--- config.mk ---
export PLATFORM = sky130hd
export DESIGN_NAME = video_resizer_common_control
export DESIGN_NICKNAME = d
export VERILOG_FILES = /design/src/resizer_ctrl_pkg.sv /design/src/video_resizer_common_control.sv
export SDC_FILE = /design/constraint.sdc
export NUM_CORES = 1
export LEC_CHECK = 0
export ABC_CLOCK_PERIOD_IN_PS = 5050
export BUFFER_PORTS_ARGS = -buffer_cell sky130_fd_sc_hd__buf_2
export CAP_MARGIN = 10
export CELL_PAD_IN_SITES_DETAIL_PLACEMENT = 1
export CELL_PAD_IN_SITES_GLOBAL_PLACEMENT = 2
export CORE_MARGIN = 2
export CORE_UTILIZATION = 38
export DETAILED_ROUTE_END_ITERATION = 8
export GPL_TIMING_DRIVEN = 0
export PLACE_DENSITY = 0.91
export SKIP_CTS_REPAIR_TIMING = 1
export SYNTH_ARGS = -nofsm -noshare
export SYNTH_HDL_FRONTEND = slang
export SYNTH_SLANG_ARGS = --single-unit
--- constraint.sdc ---
create_clock -name hclk -period 5.05 [get_ports hclk]
set_clock_uncertainty 0.2 [all_clocks]
set_input_delay 0 -clock hclk [delete_from_list [all_inputs] [get_ports hclk]]
set_output_delay 0 -clock hclk [all_outputs]
set_load 0.03 [all_outputs]
--- src/resizer_ctrl_pkg.sv ---
/*
 Constants of the resizer common control block: register offsets,
 field positions, reset values and widths.
 Assumes a 32-bit AHB-Lite register bus, one aligned word per register.
*/
package resizer_ctrl_pkg;
    // ------------------------------------------------------------
    // Register byte offsets
    // ------------------------------------------------------------
    localparam logic [11:0] OFF_START   = 12'h000;
    localparam logic [11:0] OFF_PATH    = 12'h008;
    localparam logic [11:0] OFF_FMT     = 12'h00c;
    localparam logic [11:0] OFF_VPS     = 12'h010;
    localparam logic [11:0] OFF_VSZ     = 12'h014;
    localparam logic [11:0] OFF_HPS     = 12'h018;
    localparam logic [11:0] OFF_HSZ     = 12'h01c;
    localparam logic [11:0] OFF_DMA_A   = 12'h020;
    localparam logic [11:0] OFF_DMA_B   = 12'h024;
    localparam logic [11:0] OFF_STA     = 12'h028;
    localparam logic [11:0] OFF_GCK_REG = 12'h02c;
    localparam logic [11:0] OFF_GCK_COR = 12'h030;
    localparam logic [11:0] OFF_IRQ_A   = 12'h034;
    localparam logic [11:0] OFF_IRQ_B   = 12'h038;
    localparam logic [11:0] OFF_YMIN    = 12'h03c;
    localparam logic [11:0] OFF_YMAX    = 12'h040;
    localparam logic [11:0] OFF_CMIN    = 12'h044;
    localparam logic [11:0] OFF_CMAX    = 12'h048;
    localparam logic [11:0] OFF_PHS     = 12'h04c;
    localparam logic [11:0] OFF_EN_A    = 12'h058;
    localparam logic [11:0] OFF_EN_B    = 12'h0e8;
    // ------------------------------------------------------------
    // Field positions
    // ------------------------------------------------------------
    localparam int BIT_PATH_SRC  = 0;
    localparam int BIT_PATH_PASS = 1;
    localparam int BIT_FMT_RAW   = 0;
    localparam int BIT_FMT_420   = 1;
    localparam int BIT_FMT_COL   = 2;
    localparam int POS_WIDTH     = 16;
    localparam int SIZE_WIDTH    = 13;
    localparam int BYTE_WIDTH    = 8;
    // ------------------------------------------------------------
    // Reset values
    // ------------------------------------------------------------
    localparam logic [12:0] RST_IRQ_IV = 13'h1fff;
    localparam logic [7:0]  RST_MAX    = 8'hff;
    localparam logic [7:0]  RST_MIN    = 8'h00;
    localparam logic        RST_CORE   = 1'b0;
endpackage

--- src/video_resizer_common_control.sv ---
/*
 Common control of the video resizer: AHB-Lite register file, input
 path and format select, processing window from sync edges, output
 clamps, per-channel request pacing and circular line interrupts.
 Assumes pixels come from same-clock logic; sync pins are asynchronous.
*/
// Design decisions made here: the placing of the registers and register access over AHB-Lite.
`timescale 1ns/100ps
module video_resizer_common_control #(
    parameter int PIX_W = 16,
    parameter int CHANS = 2
) (
    // Clock, reset, freeze
    input  wire logic             hclk,
    input  wire logic             hresetn,
    input  wire logic             ce,
    // AHB-Lite slave
    input  wire logic             hsel,
    input  wire logic [31:0]      haddr,
    input  wire logic [1:0]       htrans,
    input  wire logic             hwrite,
    input  wire logic [2:0]       hsize,
    input  wire logic [31:0]      hwdata,
    input  wire logic             hready,
    output logic                  hreadyout,
    output logic [31:0]           hrdata,
    output logic                  hresp,
    // Sync pins
    input  wire logic             vertical_sync,
    input  wire logic             horizontal_sync,
    // Pixel sources
    input  wire logic [PIX_W-1:0] pipe_pix,
    input  wire logic             pipe_vld,
    input  wire logic [PIX_W-1:0] if_pix,
    input  wire logic             if_vld,
    // Pixel output
    output logic [PIX_W-1:0]      pix_out,
    output logic                  pix_out_vld,
    // Channel request pacing and line interrupts
    input  wire logic [CHANS-1:0] req_want,
    input  wire logic [CHANS-1:0] line_done,
    output logic [CHANS-1:0]      req_issue,
    output logic [CHANS-1:0]      line_irq,
    output logic [CHANS-1:0]      chan_enable,
    // Mode outputs
    output logic                  gated_core_clock,
    output logic                  rescale,
    output logic                  resizer_bypass,
    output logic                  pass_through,
    output logic                  flip_raw,
    output logic                  chroma_mid,
    output logic                  busy
);
    typedef enum logic [1:0] {BUS_IDLE = 2'b01, BUS_RDWAIT = 2'b10} bus_st_t;

    // ------------------------------------------------------------
    // Bus front end
    // ------------------------------------------------------------
    bus_st_t     st_q;
    logic [11:0] a_q;
    logic        wr_pend_q;
    logic        rdy_q;
    logic [31:0] rd_q;
    logic [31:0] rd_mux;
    wire         take = hsel & htrans[1] & hready;

    // Reads get one wait state so data always comes from a flop
    always_ff @(posedge hclk or negedge hresetn)
    begin
        if (!hresetn)
        begin
            st_q      <= BUS_IDLE;
            a_q       <= 12'h000;
            wr_pend_q <= 1'b0;
            rdy_q     <= 1'b1;
            rd_q      <= 32'h0000_0000;
        end
        else if (ce)
        begin
            wr_pend_q <= take & hwrite;
            if (take)
                a_q <= haddr[11:0];
            if (st_q == BUS_RDWAIT)
            begin
                rd_q  <= rd_mux;
                rdy_q <= 1'b1;
                st_q  <= BUS_IDLE;
            end
            else if (take && !hwrite)
            begin
                rdy_q <= 1'b0;
                st_q  <= BUS_RDWAIT;
            end
        end
    end

    // ------------------------------------------------------------
    // Register file
    // ------------------------------------------------------------
    logic        start_q, path_q, pass_q, core_q, reg_gate_q, phs_q;
    logic [2:0]  fmt_q;
    logic [15:0] vps_q, hps_q;
    logic [12:0] vsz_q;
    logic [11:0] hsz_hi_q;
    logic [7:0]  ymin_q, ymax_q, cmin_q, cmax_q;
    logic [7:0]  dma_iv_q [CHANS];
    logic [12:0] irq_iv_q [CHANS];
    logic [CHANS-1:0] en_q;
    logic        busy_q;
    wire  [12:0] hsz = {hsz_hi_q, 1'b1};

    // Gate off leaves only the start, gate and enable words writable
    wire exempt = a_q == resizer_ctrl_pkg::OFF_START || a_q == resizer_ctrl_pkg::OFF_GCK_REG
                  || a_q == resizer_ctrl_pkg::OFF_GCK_COR || a_q == resizer_ctrl_pkg::OFF_EN_A
                  || a_q == resizer_ctrl_pkg::OFF_EN_B;
    wire we  = wr_pend_q & (reg_gate_q | exempt);
    wire wg  = wr_pend_q & reg_gate_q;

    // Writes land in the data phase; status word has no write path
    always_ff @(posedge hclk or negedge hresetn)
    begin
        if (!hresetn)
        begin
            start_q <= 1'b0; path_q <= 1'b0; pass_q <= 1'b0; fmt_q <= 3'h0;
            vps_q <= 16'h0000; vsz_q <= 13'h0000; hps_q <= 16'h0000; hsz_hi_q <= 12'h000;
            reg_gate_q <= 1'b0; core_q <= resizer_ctrl_pkg::RST_CORE; phs_q <= 1'b0;
            ymin_q <= resizer_ctrl_pkg::RST_MIN; ymax_q <= resizer_ctrl_pkg::RST_MAX;
            cmin_q <= resizer_ctrl_pkg::RST_MIN; cmax_q <= resizer_ctrl_pkg::RST_MAX;
            en_q <= '0;
            for (int i = 0; i < CHANS; i++)
            begin
                dma_iv_q[i] <= 8'h00;
                irq_iv_q[i] <= resizer_ctrl_pkg::RST_IRQ_IV;
            end
        end
        else if (ce)
        begin
            if (we)
            begin
                unique case (a_q)
                    resizer_ctrl_pkg::OFF_START:   start_q    <= hwdata[0];
                    resizer_ctrl_pkg::OFF_GCK_REG: reg_gate_q <= hwdata[0];
                    resizer_ctrl_pkg::OFF_GCK_COR: core_q     <= hwdata[0];
                    resizer_ctrl_pkg::OFF_EN_A:    en_q[0]    <= hwdata[0];
                    resizer_ctrl_pkg::OFF_EN_B:    en_q[1]    <= hwdata[0];
                    default: ;
                endcase
            end
            if (wg)
            begin
                unique case (a_q)
                    resizer_ctrl_pkg::OFF_PATH:  {pass_q, path_q} <= hwdata[1:0];
                    resizer_ctrl_pkg::OFF_FMT:   fmt_q    <= hwdata[2:0];
                    resizer_ctrl_pkg::OFF_VPS:   vps_q    <= hwdata[15:0];
                    resizer_ctrl_pkg::OFF_VSZ:   vsz_q    <= hwdata[12:0];
                    resizer_ctrl_pkg::OFF_HPS:   hps_q    <= hwdata[15:0];
                    resizer_ctrl_pkg::OFF_HSZ:   hsz_hi_q <= hwdata[12:1];
                    resizer_ctrl_pkg::OFF_DMA_A: dma_iv_q[0] <= hwdata[7:0];
                    resizer_ctrl_pkg::OFF_DMA_B: dma_iv_q[1] <= hwdata[7:0];
                    resizer_ctrl_pkg::OFF_IRQ_A: irq_iv_q[0] <= hwdata[12:0];
                    resizer_ctrl_pkg::OFF_IRQ_B: irq_iv_q[1] <= hwdata[12:0];
                    resizer_ctrl_pkg::OFF_YMIN:  ymin_q   <= hwdata[7:0];
                    resizer_ctrl_pkg::OFF_YMAX:  ymax_q   <= hwdata[7:0];
                    resizer_ctrl_pkg::OFF_CMIN:  cmin_q   <= hwdata[7:0];
                    resizer_ctrl_pkg::OFF_CMAX:  cmax_q   <= hwdata[7:0];
                    resizer_ctrl_pkg::OFF_PHS:   phs_q    <= hwdata[0];
                    default: ;
                endcase
            end
        end
    end

    // Read mux; unmapped words and reserved bits read zero
    always_comb
    begin
        rd_mux = 32'h0000_0000;
        unique case (a_q)
            resizer_ctrl_pkg::OFF_START:   rd_mux[0]    = start_q;
            resizer_ctrl_pkg::OFF_PATH:    rd_mux[1:0]  = {pass_q, path_q};
            resizer_ctrl_pkg::OFF_FMT:     rd_mux[2:0]  = fmt_q;
            resizer_ctrl_pkg::OFF_VPS:     rd_mux[15:0] = vps_q;
            resizer_ctrl_pkg::OFF_VSZ:     rd_mux[12:0] = vsz_q;
            resizer_ctrl_pkg::OFF_HPS:     rd_mux[15:0] = hps_q;
            resizer_ctrl_pkg::OFF_HSZ:     rd_mux[12:0] = hsz;
            resizer_ctrl_pkg::OFF_DMA_A:   rd_mux[7:0]  = dma_iv_q[0];
            resizer_ctrl_pkg::OFF_DMA_B:   rd_mux[7:0]  = dma_iv_q[1];
            resizer_ctrl_pkg::OFF_STA:     rd_mux[0]    = busy_q;
            resizer_ctrl_pkg::OFF_GCK_REG: rd_mux[0]    = reg_gate_q;
            resizer_ctrl_pkg::OFF_GCK_COR: rd_mux[0]    = core_q;
            resizer_ctrl_pkg::OFF_IRQ_A:   rd_mux[12:0] = irq_iv_q[0];
            resizer_ctrl_pkg::OFF_IRQ_B:   rd_mux[12:0] = irq_iv_q[1];
            resizer_ctrl_pkg::OFF_YMIN:    rd_mux[7:0]  = ymin_q;
            resizer_ctrl_pkg::OFF_YMAX:    rd_mux[7:0]  = ymax_q;
            resizer_ctrl_pkg::OFF_CMIN:    rd_mux[7:0]  = cmin_q;
            resizer_ctrl_pkg::OFF_CMAX:    rd_mux[7:0]  = cmax_q;
            resizer_ctrl_pkg::OFF_PHS:     rd_mux[0]    = phs_q;
            resizer_ctrl_pkg::OFF_EN_A:    rd_mux[0]    = en_q[0];
            resizer_ctrl_pkg::OFF_EN_B:    rd_mux[0]    = en_q[1];
            default: ;
        endcase
    end

    // ------------------------------------------------------------
    // Sync pin conditioning
    // ------------------------------------------------------------
    logic [2:0] vs_s_q, hs_s_q;
    logic       vs_f_q, hs_f_q, vs_p_q, hs_p_q;

    // Level moves only when stages two and three agree
    always_ff @(posedge hclk or negedge hresetn)
    begin
        if (!hresetn)
        begin
            vs_s_q <= 3'h0; hs_s_q <= 3'h0;
            vs_f_q <= 1'b0; hs_f_q <= 1'b0; vs_p_q <= 1'b0; hs_p_q <= 1'b0;
        end
        else if (ce)
        begin
            vs_s_q <= {vs_s_q[1:0], vertical_sync};
            hs_s_q <= {hs_s_q[1:0], horizontal_sync};
            if (vs_s_q[1] == vs_s_q[2])
                vs_f_q <= vs_s_q[2];
            if (hs_s_q[1] == hs_s_q[2])
                hs_f_q <= hs_s_q[2];
            vs_p_q <= vs_f_q;
            hs_p_q <= hs_f_q;
        end
    end
    wire vs_rise = vs_f_q & ~vs_p_q;
    wire hs_rise = hs_f_q & ~hs_p_q;

    // ------------------------------------------------------------
    // Processing window
    // ------------------------------------------------------------
    logic [15:0] line_q, col_q;
    wire [PIX_W-1:0] src_pix = path_q ? if_pix : pipe_pix;
    wire         src_vld = path_q ? if_vld : pipe_vld;
    wire [15:0]  v_off   = line_q - vps_q;
    wire [15:0]  h_off   = col_q - hps_q;
    wire         in_v    = line_q >= vps_q && v_off <= {3'h0, vsz_q};
    wire         in_h    = col_q >= hps_q && h_off <= {3'h0, hsz};
    wire         last_px = in_v && v_off == {3'h0, vsz_q} && h_off == {3'h0, hsz} && in_h;
    wire         win     = busy_q & in_v & in_h & src_vld;

    // Line count restarts on vertical sync so first line is zero
    always_ff @(posedge hclk or negedge hresetn)
    begin
        if (!hresetn)
        begin
            line_q <= 16'hffff; col_q <= 16'h0000; busy_q <= 1'b0;
        end
        else if (ce)
        begin
            if (vs_rise)
                line_q <= 16'hffff;
            else if (hs_rise)
                line_q <= line_q + 16'h0001;
            if (hs_rise)
                col_q <= 16'h0000;
            else if (src_vld && col_q != 16'hffff)
                col_q <= col_q + 16'h0001;
            if (vs_rise)
                busy_q <= start_q;
            else if (win && last_px)
                busy_q <= 1'b0;
        end
    end

    // ------------------------------------------------------------
    // Output format and clamps
    // ------------------------------------------------------------
    function automatic logic [7:0] clamp8(input logic [7:0] v, input logic [7:0] lo,
                                          input logic [7:0] hi);
        clamp8 = v < lo ? lo : (v > hi ? hi : v);
    endfunction
    // 4:2:2 carries C high and Y low; 4:2:0 carries one component in both
    wire hi_c = !fmt_q[resizer_ctrl_pkg::BIT_FMT_420] || fmt_q[resizer_ctrl_pkg::BIT_FMT_COL];
    wire lo_c = fmt_q[resizer_ctrl_pkg::BIT_FMT_420] && fmt_q[resizer_ctrl_pkg::BIT_FMT_COL];
    wire [7:0] hi_in = src_pix[15:8];
    wire [7:0] lo_in = src_pix[7:0];
    wire [7:0] hi_cl = hi_c ? clamp8(hi_in, cmin_q, cmax_q) : clamp8(hi_in, ymin_q, ymax_q);
    wire [7:0] lo_cl = lo_c ? clamp8(lo_in, cmin_q, cmax_q) : clamp8(lo_in, ymin_q, ymax_q);
    logic [PIX_W-1:0] pix_q;
    logic pix_vld_q, resc_q, rbyp_q, pth_q;

    // Pass-through sends raw samples untouched
    always_ff @(posedge hclk or negedge hresetn)
    begin
        if (!hresetn)
        begin
            pix_q <= '0; pix_vld_q <= 1'b0;
            resc_q <= 1'b0; rbyp_q <= 1'b0; pth_q <= 1'b0;
        end
        else if (ce)
        begin
            pix_vld_q <= win;
            if (win)
                pix_q <= pass_q ? src_pix : {hi_cl, lo_cl};
            resc_q <= core_q & ~pass_q;
            rbyp_q <= ~core_q & ~pass_q;
            pth_q  <= pass_q;
        end
    end

    // ------------------------------------------------------------
    // Per-channel pacing and circular line interrupt
    // ------------------------------------------------------------
    logic [7:0]  gap_q [CHANS];
    logic [12:0] lc_q  [CHANS];
    logic [CHANS-1:0] iss_q, irq_q;
    genvar g;
    generate
        for (g = 0; g < CHANS; g++)
        begin : g_ch
            // Gap loads interval minus one so issues sit interval edges apart
            always_ff @(posedge hclk or negedge hresetn)
            begin
                if (!hresetn)
                begin
                    gap_q[g] <= 8'h00; lc_q[g] <= 13'h0000;
                    iss_q[g] <= 1'b0;  irq_q[g] <= 1'b0;
                end
                else if (ce)
                begin
                    iss_q[g] <= req_want[g] && en_q[g] && gap_q[g] == 8'h00;
                    if (req_want[g] && en_q[g] && gap_q[g] == 8'h00)
                        gap_q[g] <= dma_iv_q[g] == 8'h00 ? 8'h00 : dma_iv_q[g] - 8'h01;
                    else if (gap_q[g] != 8'h00)
                        gap_q[g] <= gap_q[g] - 8'h01;
                    irq_q[g] <= en_q[g] && line_done[g] && lc_q[g] == irq_iv_q[g];
                    if (vs_rise)
                        lc_q[g] <= 13'h0000;
                    else if (en_q[g] && line_done[g])
                        lc_q[g] <= lc_q[g] == irq_iv_q[g] ? 13'h0000 : lc_q[g] + 13'h0001;
                end
            end
        end
    endgenerate

    // ------------------------------------------------------------
    // Outputs
    // ------------------------------------------------------------
    assign hreadyout        = rdy_q;
    assign hrdata           = rd_q;
    assign hresp            = 1'b0;
    assign pix_out          = pix_q;
    assign pix_out_vld      = pix_vld_q;
    assign req_issue        = iss_q;
    assign line_irq         = irq_q;
    assign chan_enable      = en_q;
    assign gated_core_clock = core_q;
    assign rescale          = resc_q;
    assign resizer_bypass   = rbyp_q;
    assign pass_through     = pth_q;
    assign flip_raw         = fmt_q[resizer_ctrl_pkg::BIT_FMT_RAW];
    assign chroma_mid       = phs_q;
    assign busy             = busy_q;

    logic [7:0] since_a_q;
    always_ff @(posedge hclk or negedge hresetn)
    begin
        if (!hresetn)
            since_a_q <= 8'hff;
        else if (ce)
            since_a_q <= iss_q[0] ? 8'h01 : (since_a_q == 8'hff ? 8'hff : since_a_q + 8'h01);
    end
endmodule

==> flow_summary.toml <==
[status]
status = "finished, violations left"
violations = "hold timing"

[synth]
yosys_warnings = 0
ys.flop_type = "dfrtp_1"
synth_top_area_share_pct = 31.6
synth-seq-area-share_pct = 40.3
async_flop_share_pct = 100
avgSynthCellArea_um2 = 9.62
synth_edf_count = 0
yosysMostFrequentCell = "dfrtp_1"
netlist.top_cell.by_area = "dfrtp_1"
synthCells = 1837
synth.distinct_cells = 74
ys_ff_latch = 282
synth_commonest_cells = "dfrtp_1, nand2_1, mux2_2"
synth_area_leaders = "dfrtp_1, mux2_2, ha_1"
synth_area_mm2 = 0.0177

[detailed_routing]
drc = 0
via_count = 15500
post_drt_wl_per_cell_um = 23.2
dr.pass1.iters = 5
vias_per_cell = 5.77
initialDrtViolationCount = 1059
wl_mm = 62.5
antenna_violating_nets_post_route = 0

[global_routing]
grt_max_degree = 113
track_usage_pct = 25.5
antenna_found_initial = 2
overflow = 0
grt_pass1_vias = 16300
grt_pass1_wl_mm = 94.6

[run]
max_cap_viol_count = 0

[final_layout]
area_growth_pct = 18.0
drive_above_1_share_pct = 21.1
layout.nets = 2303
fin_area_mm2 = 0.0209
final_util_pct = 45.1

[timing]
worstMarginPinSlew_ps = 1210
setup_viol = 0
hold_slack_ps = -4.29
period_share_pct = 96.7
finalWorstSetupSlack_ps = 165
slew_violations = 0
max_freq_ghz = 0.205
min_period_ps = 4890
setup_tns_ps = 0
finalHoldViolCount = 2
slew_headroom_pct = 18.5
rsz0062_at_grt = "no"

[power_and_ir_drop]
p_sw_mw = 2.35
p_leak_nw = 9.71
p_comb_share_pct = 27.6
cellPowerDensity_mw_per_mm2 = 344
power_frac_clock_pct = 34.8
peakVddDrop_mv = 0.270
switching_share_pct = 32.8
seqPwrFrac_pct = 37.7
internal_power_mw = 4.82

[cts]
cts.clk_slew.worst_paths_ps = 60
clock_latency_ps = 580
clockRootBuffer = "clkbuf_16"
cts_tree = "done"
htreeDepth = 1
clkSinkCount = 282
clock_path_buffers = 3
numCtsBuffers = 31

[die]
start_util_pct = 38.2
die_h_um = 220
core_mm2 = 0.0463
ios = 179
die_area_mm2 = 0.0483
num_rows = 79
die_x_um = 220

[setup_path]
cp_data_arrival_time_ps = 5200
end_kind = "flop"
cp_max_fo = 10
required_ps = 5360
crit_type = "reg -> reg"
start_kind = "flop"

[place]
io_buffers = 120
pre_cts_slack_ps = -167
dp_hpwl_mm = 47.5
gp_congestion = 0.901
dpl_cell_area_mm2 = 0.0192

[worst_hold_path]
holdCritPathClass = "in -> reg"
-- cells by family (layout without fill, tap and decap cells) --
kind of cell / Yosys count / after routing / synth area share [%]
buffers and inverters: 202 / 434 / 4.83
other: 1 / 18 / 0.0212
adders and majority gates: 127 / 127 / 9.07
DFF: 282 / 282 / 40.3
AOI/OAI and AO/OA: 431 / 431 / 15.6
and+or+nand+nor: 522 / 522 / 14.1
muxes: 180 / 180 / 11.5
xor gates and xnor gates: 92 / 92 / 4.56
-- routing by layer --
metal  routed length (µm)  vias up  GRT usage (%)
li1                     -     7039              -
met1                26900     7908           33.6
met2                29800      462           43.0
met3                 3800      116           3.74
met4                 1930        2           8.10
met5                   10        -              0
-- power by group through the flow --
stage	Sequential [mW]	Clock [mW]	Combinational (mW)
3_3_place_gp	2.71	0	1.79
5_1_grt	2.73	2.63	2.19
6_report	2.70	2.49	1.98
3_5_place_dp	2.73	0	1.88
4_1_cts	2.70	2.54	1.90
2_1_floorplan	2.73	0	1.28
-- cell usage in the layout, fill, tap and decap left out, types with 10 or more instances in the layout --
master,synthesis,layout
a21o_1,24,24
a21oi_1,78,78
a221oi_1,24,24
a22o_1,22,22
a22oi_1,32,32
a31oi_1,13,13
and3_1,21,21
buf_2,9,128
buf_4,17,19
clkbuf_1,39,44
clkbuf_16,0,31
clkbuf_8,0,10
conb_1,1,17
dfrtp_1,223,223
dfstp_2,59,59
dlygate4sd3_1,0,49
ha_1,125,125
inv_1,128,128
mux2_2,147,147
mux2i_1,23,23
nand2_1,180,180
nand2b_1,25,25
nand3_1,51,51
nand4_1,23,23
nor2_1,114,114
nor2b_1,12,12
nor3_1,38,38
nor4_1,17,16
o21ai_0,144,143
o22ai_1,25,25
xnor2_1,45,45
xor2_1,47,47
-- flip-flops by register name, indices dropped and copies added, names as in the netlist, 16 cells and up --
signal and count:
pix_out 16, irq_iv_q 26, hps_q 16, hrdata 16
gap_q 16, dma_iv_q 16, vps_q 16, col_q 16
line_q 16, lc_q 26
-- final timing paths --
path / start / endpoint / slack (ps) / cells past startpoint
worst max-delay path: path_q$_DFFE_PN0P_ / pix_out[1]$_DFFE_PN0P_ / 160 / 13
worst min-delay path: horizontal_sync / hs_s_q[0]$_DFFE_PN0P_ / -4 / 3
worst max register to register: path_q$_DFFE_PN0P_ / pix_out[1]$_DFFE_PN0P_ / 160 / 13
worst min register to register: hrdata[3]$_DFFE_PN0P_ / hrdata[3]$_DFFE_PN0P_ / 270 / 1
max in group asynchronous: hresetn / line_q[10]$_DFFE_PN1P_ / 3020 / 6
min in group asynchronous: hresetn / gap_q[10]$_DFFE_PN0P_ / 360 / 4
-- critical path, stage by stage, from the launching register on --
cell	delay, ps
dfrtp_1	320
buf_2	260
buf_1	520
mux2_2	510
ha_1	330
a21o_1	180
a21o_1	170
a221o_1	340
a31oi_1	400
nor4b_1	140
a21oi_1	610
nor2_1	90
a211oi_1	500
mux2_2	250
-- cell type report --
type                    count  area [µm²]
clock buffers              46         932
clock inverters            11         188
multi-input cells        1369        9780
inverters                 128         480
diodes                      1        2.50
repair buffers            175        1220
well taps                 607         759
flip-flops and latches    282        7130
plain buffers              74         373
fillers                  5258       25400
-- through the flow --
| stage | cells | power [mW] | hold slack [ps] |
|---|---|---|---|
| floorplan | 1853 | 4.01 | -496 |
| global placement | 2580 | 4.50 | 33.5 |
| detailed placement | 2583 | 4.61 | -364 |
| CTS | 2640 | 7.13 | -976 |
| global route | 2692 | 7.55 | 12.1 |
| finish | 2693 | 7.17 | -4.29 |
Power figures use the tool's default switching activity.
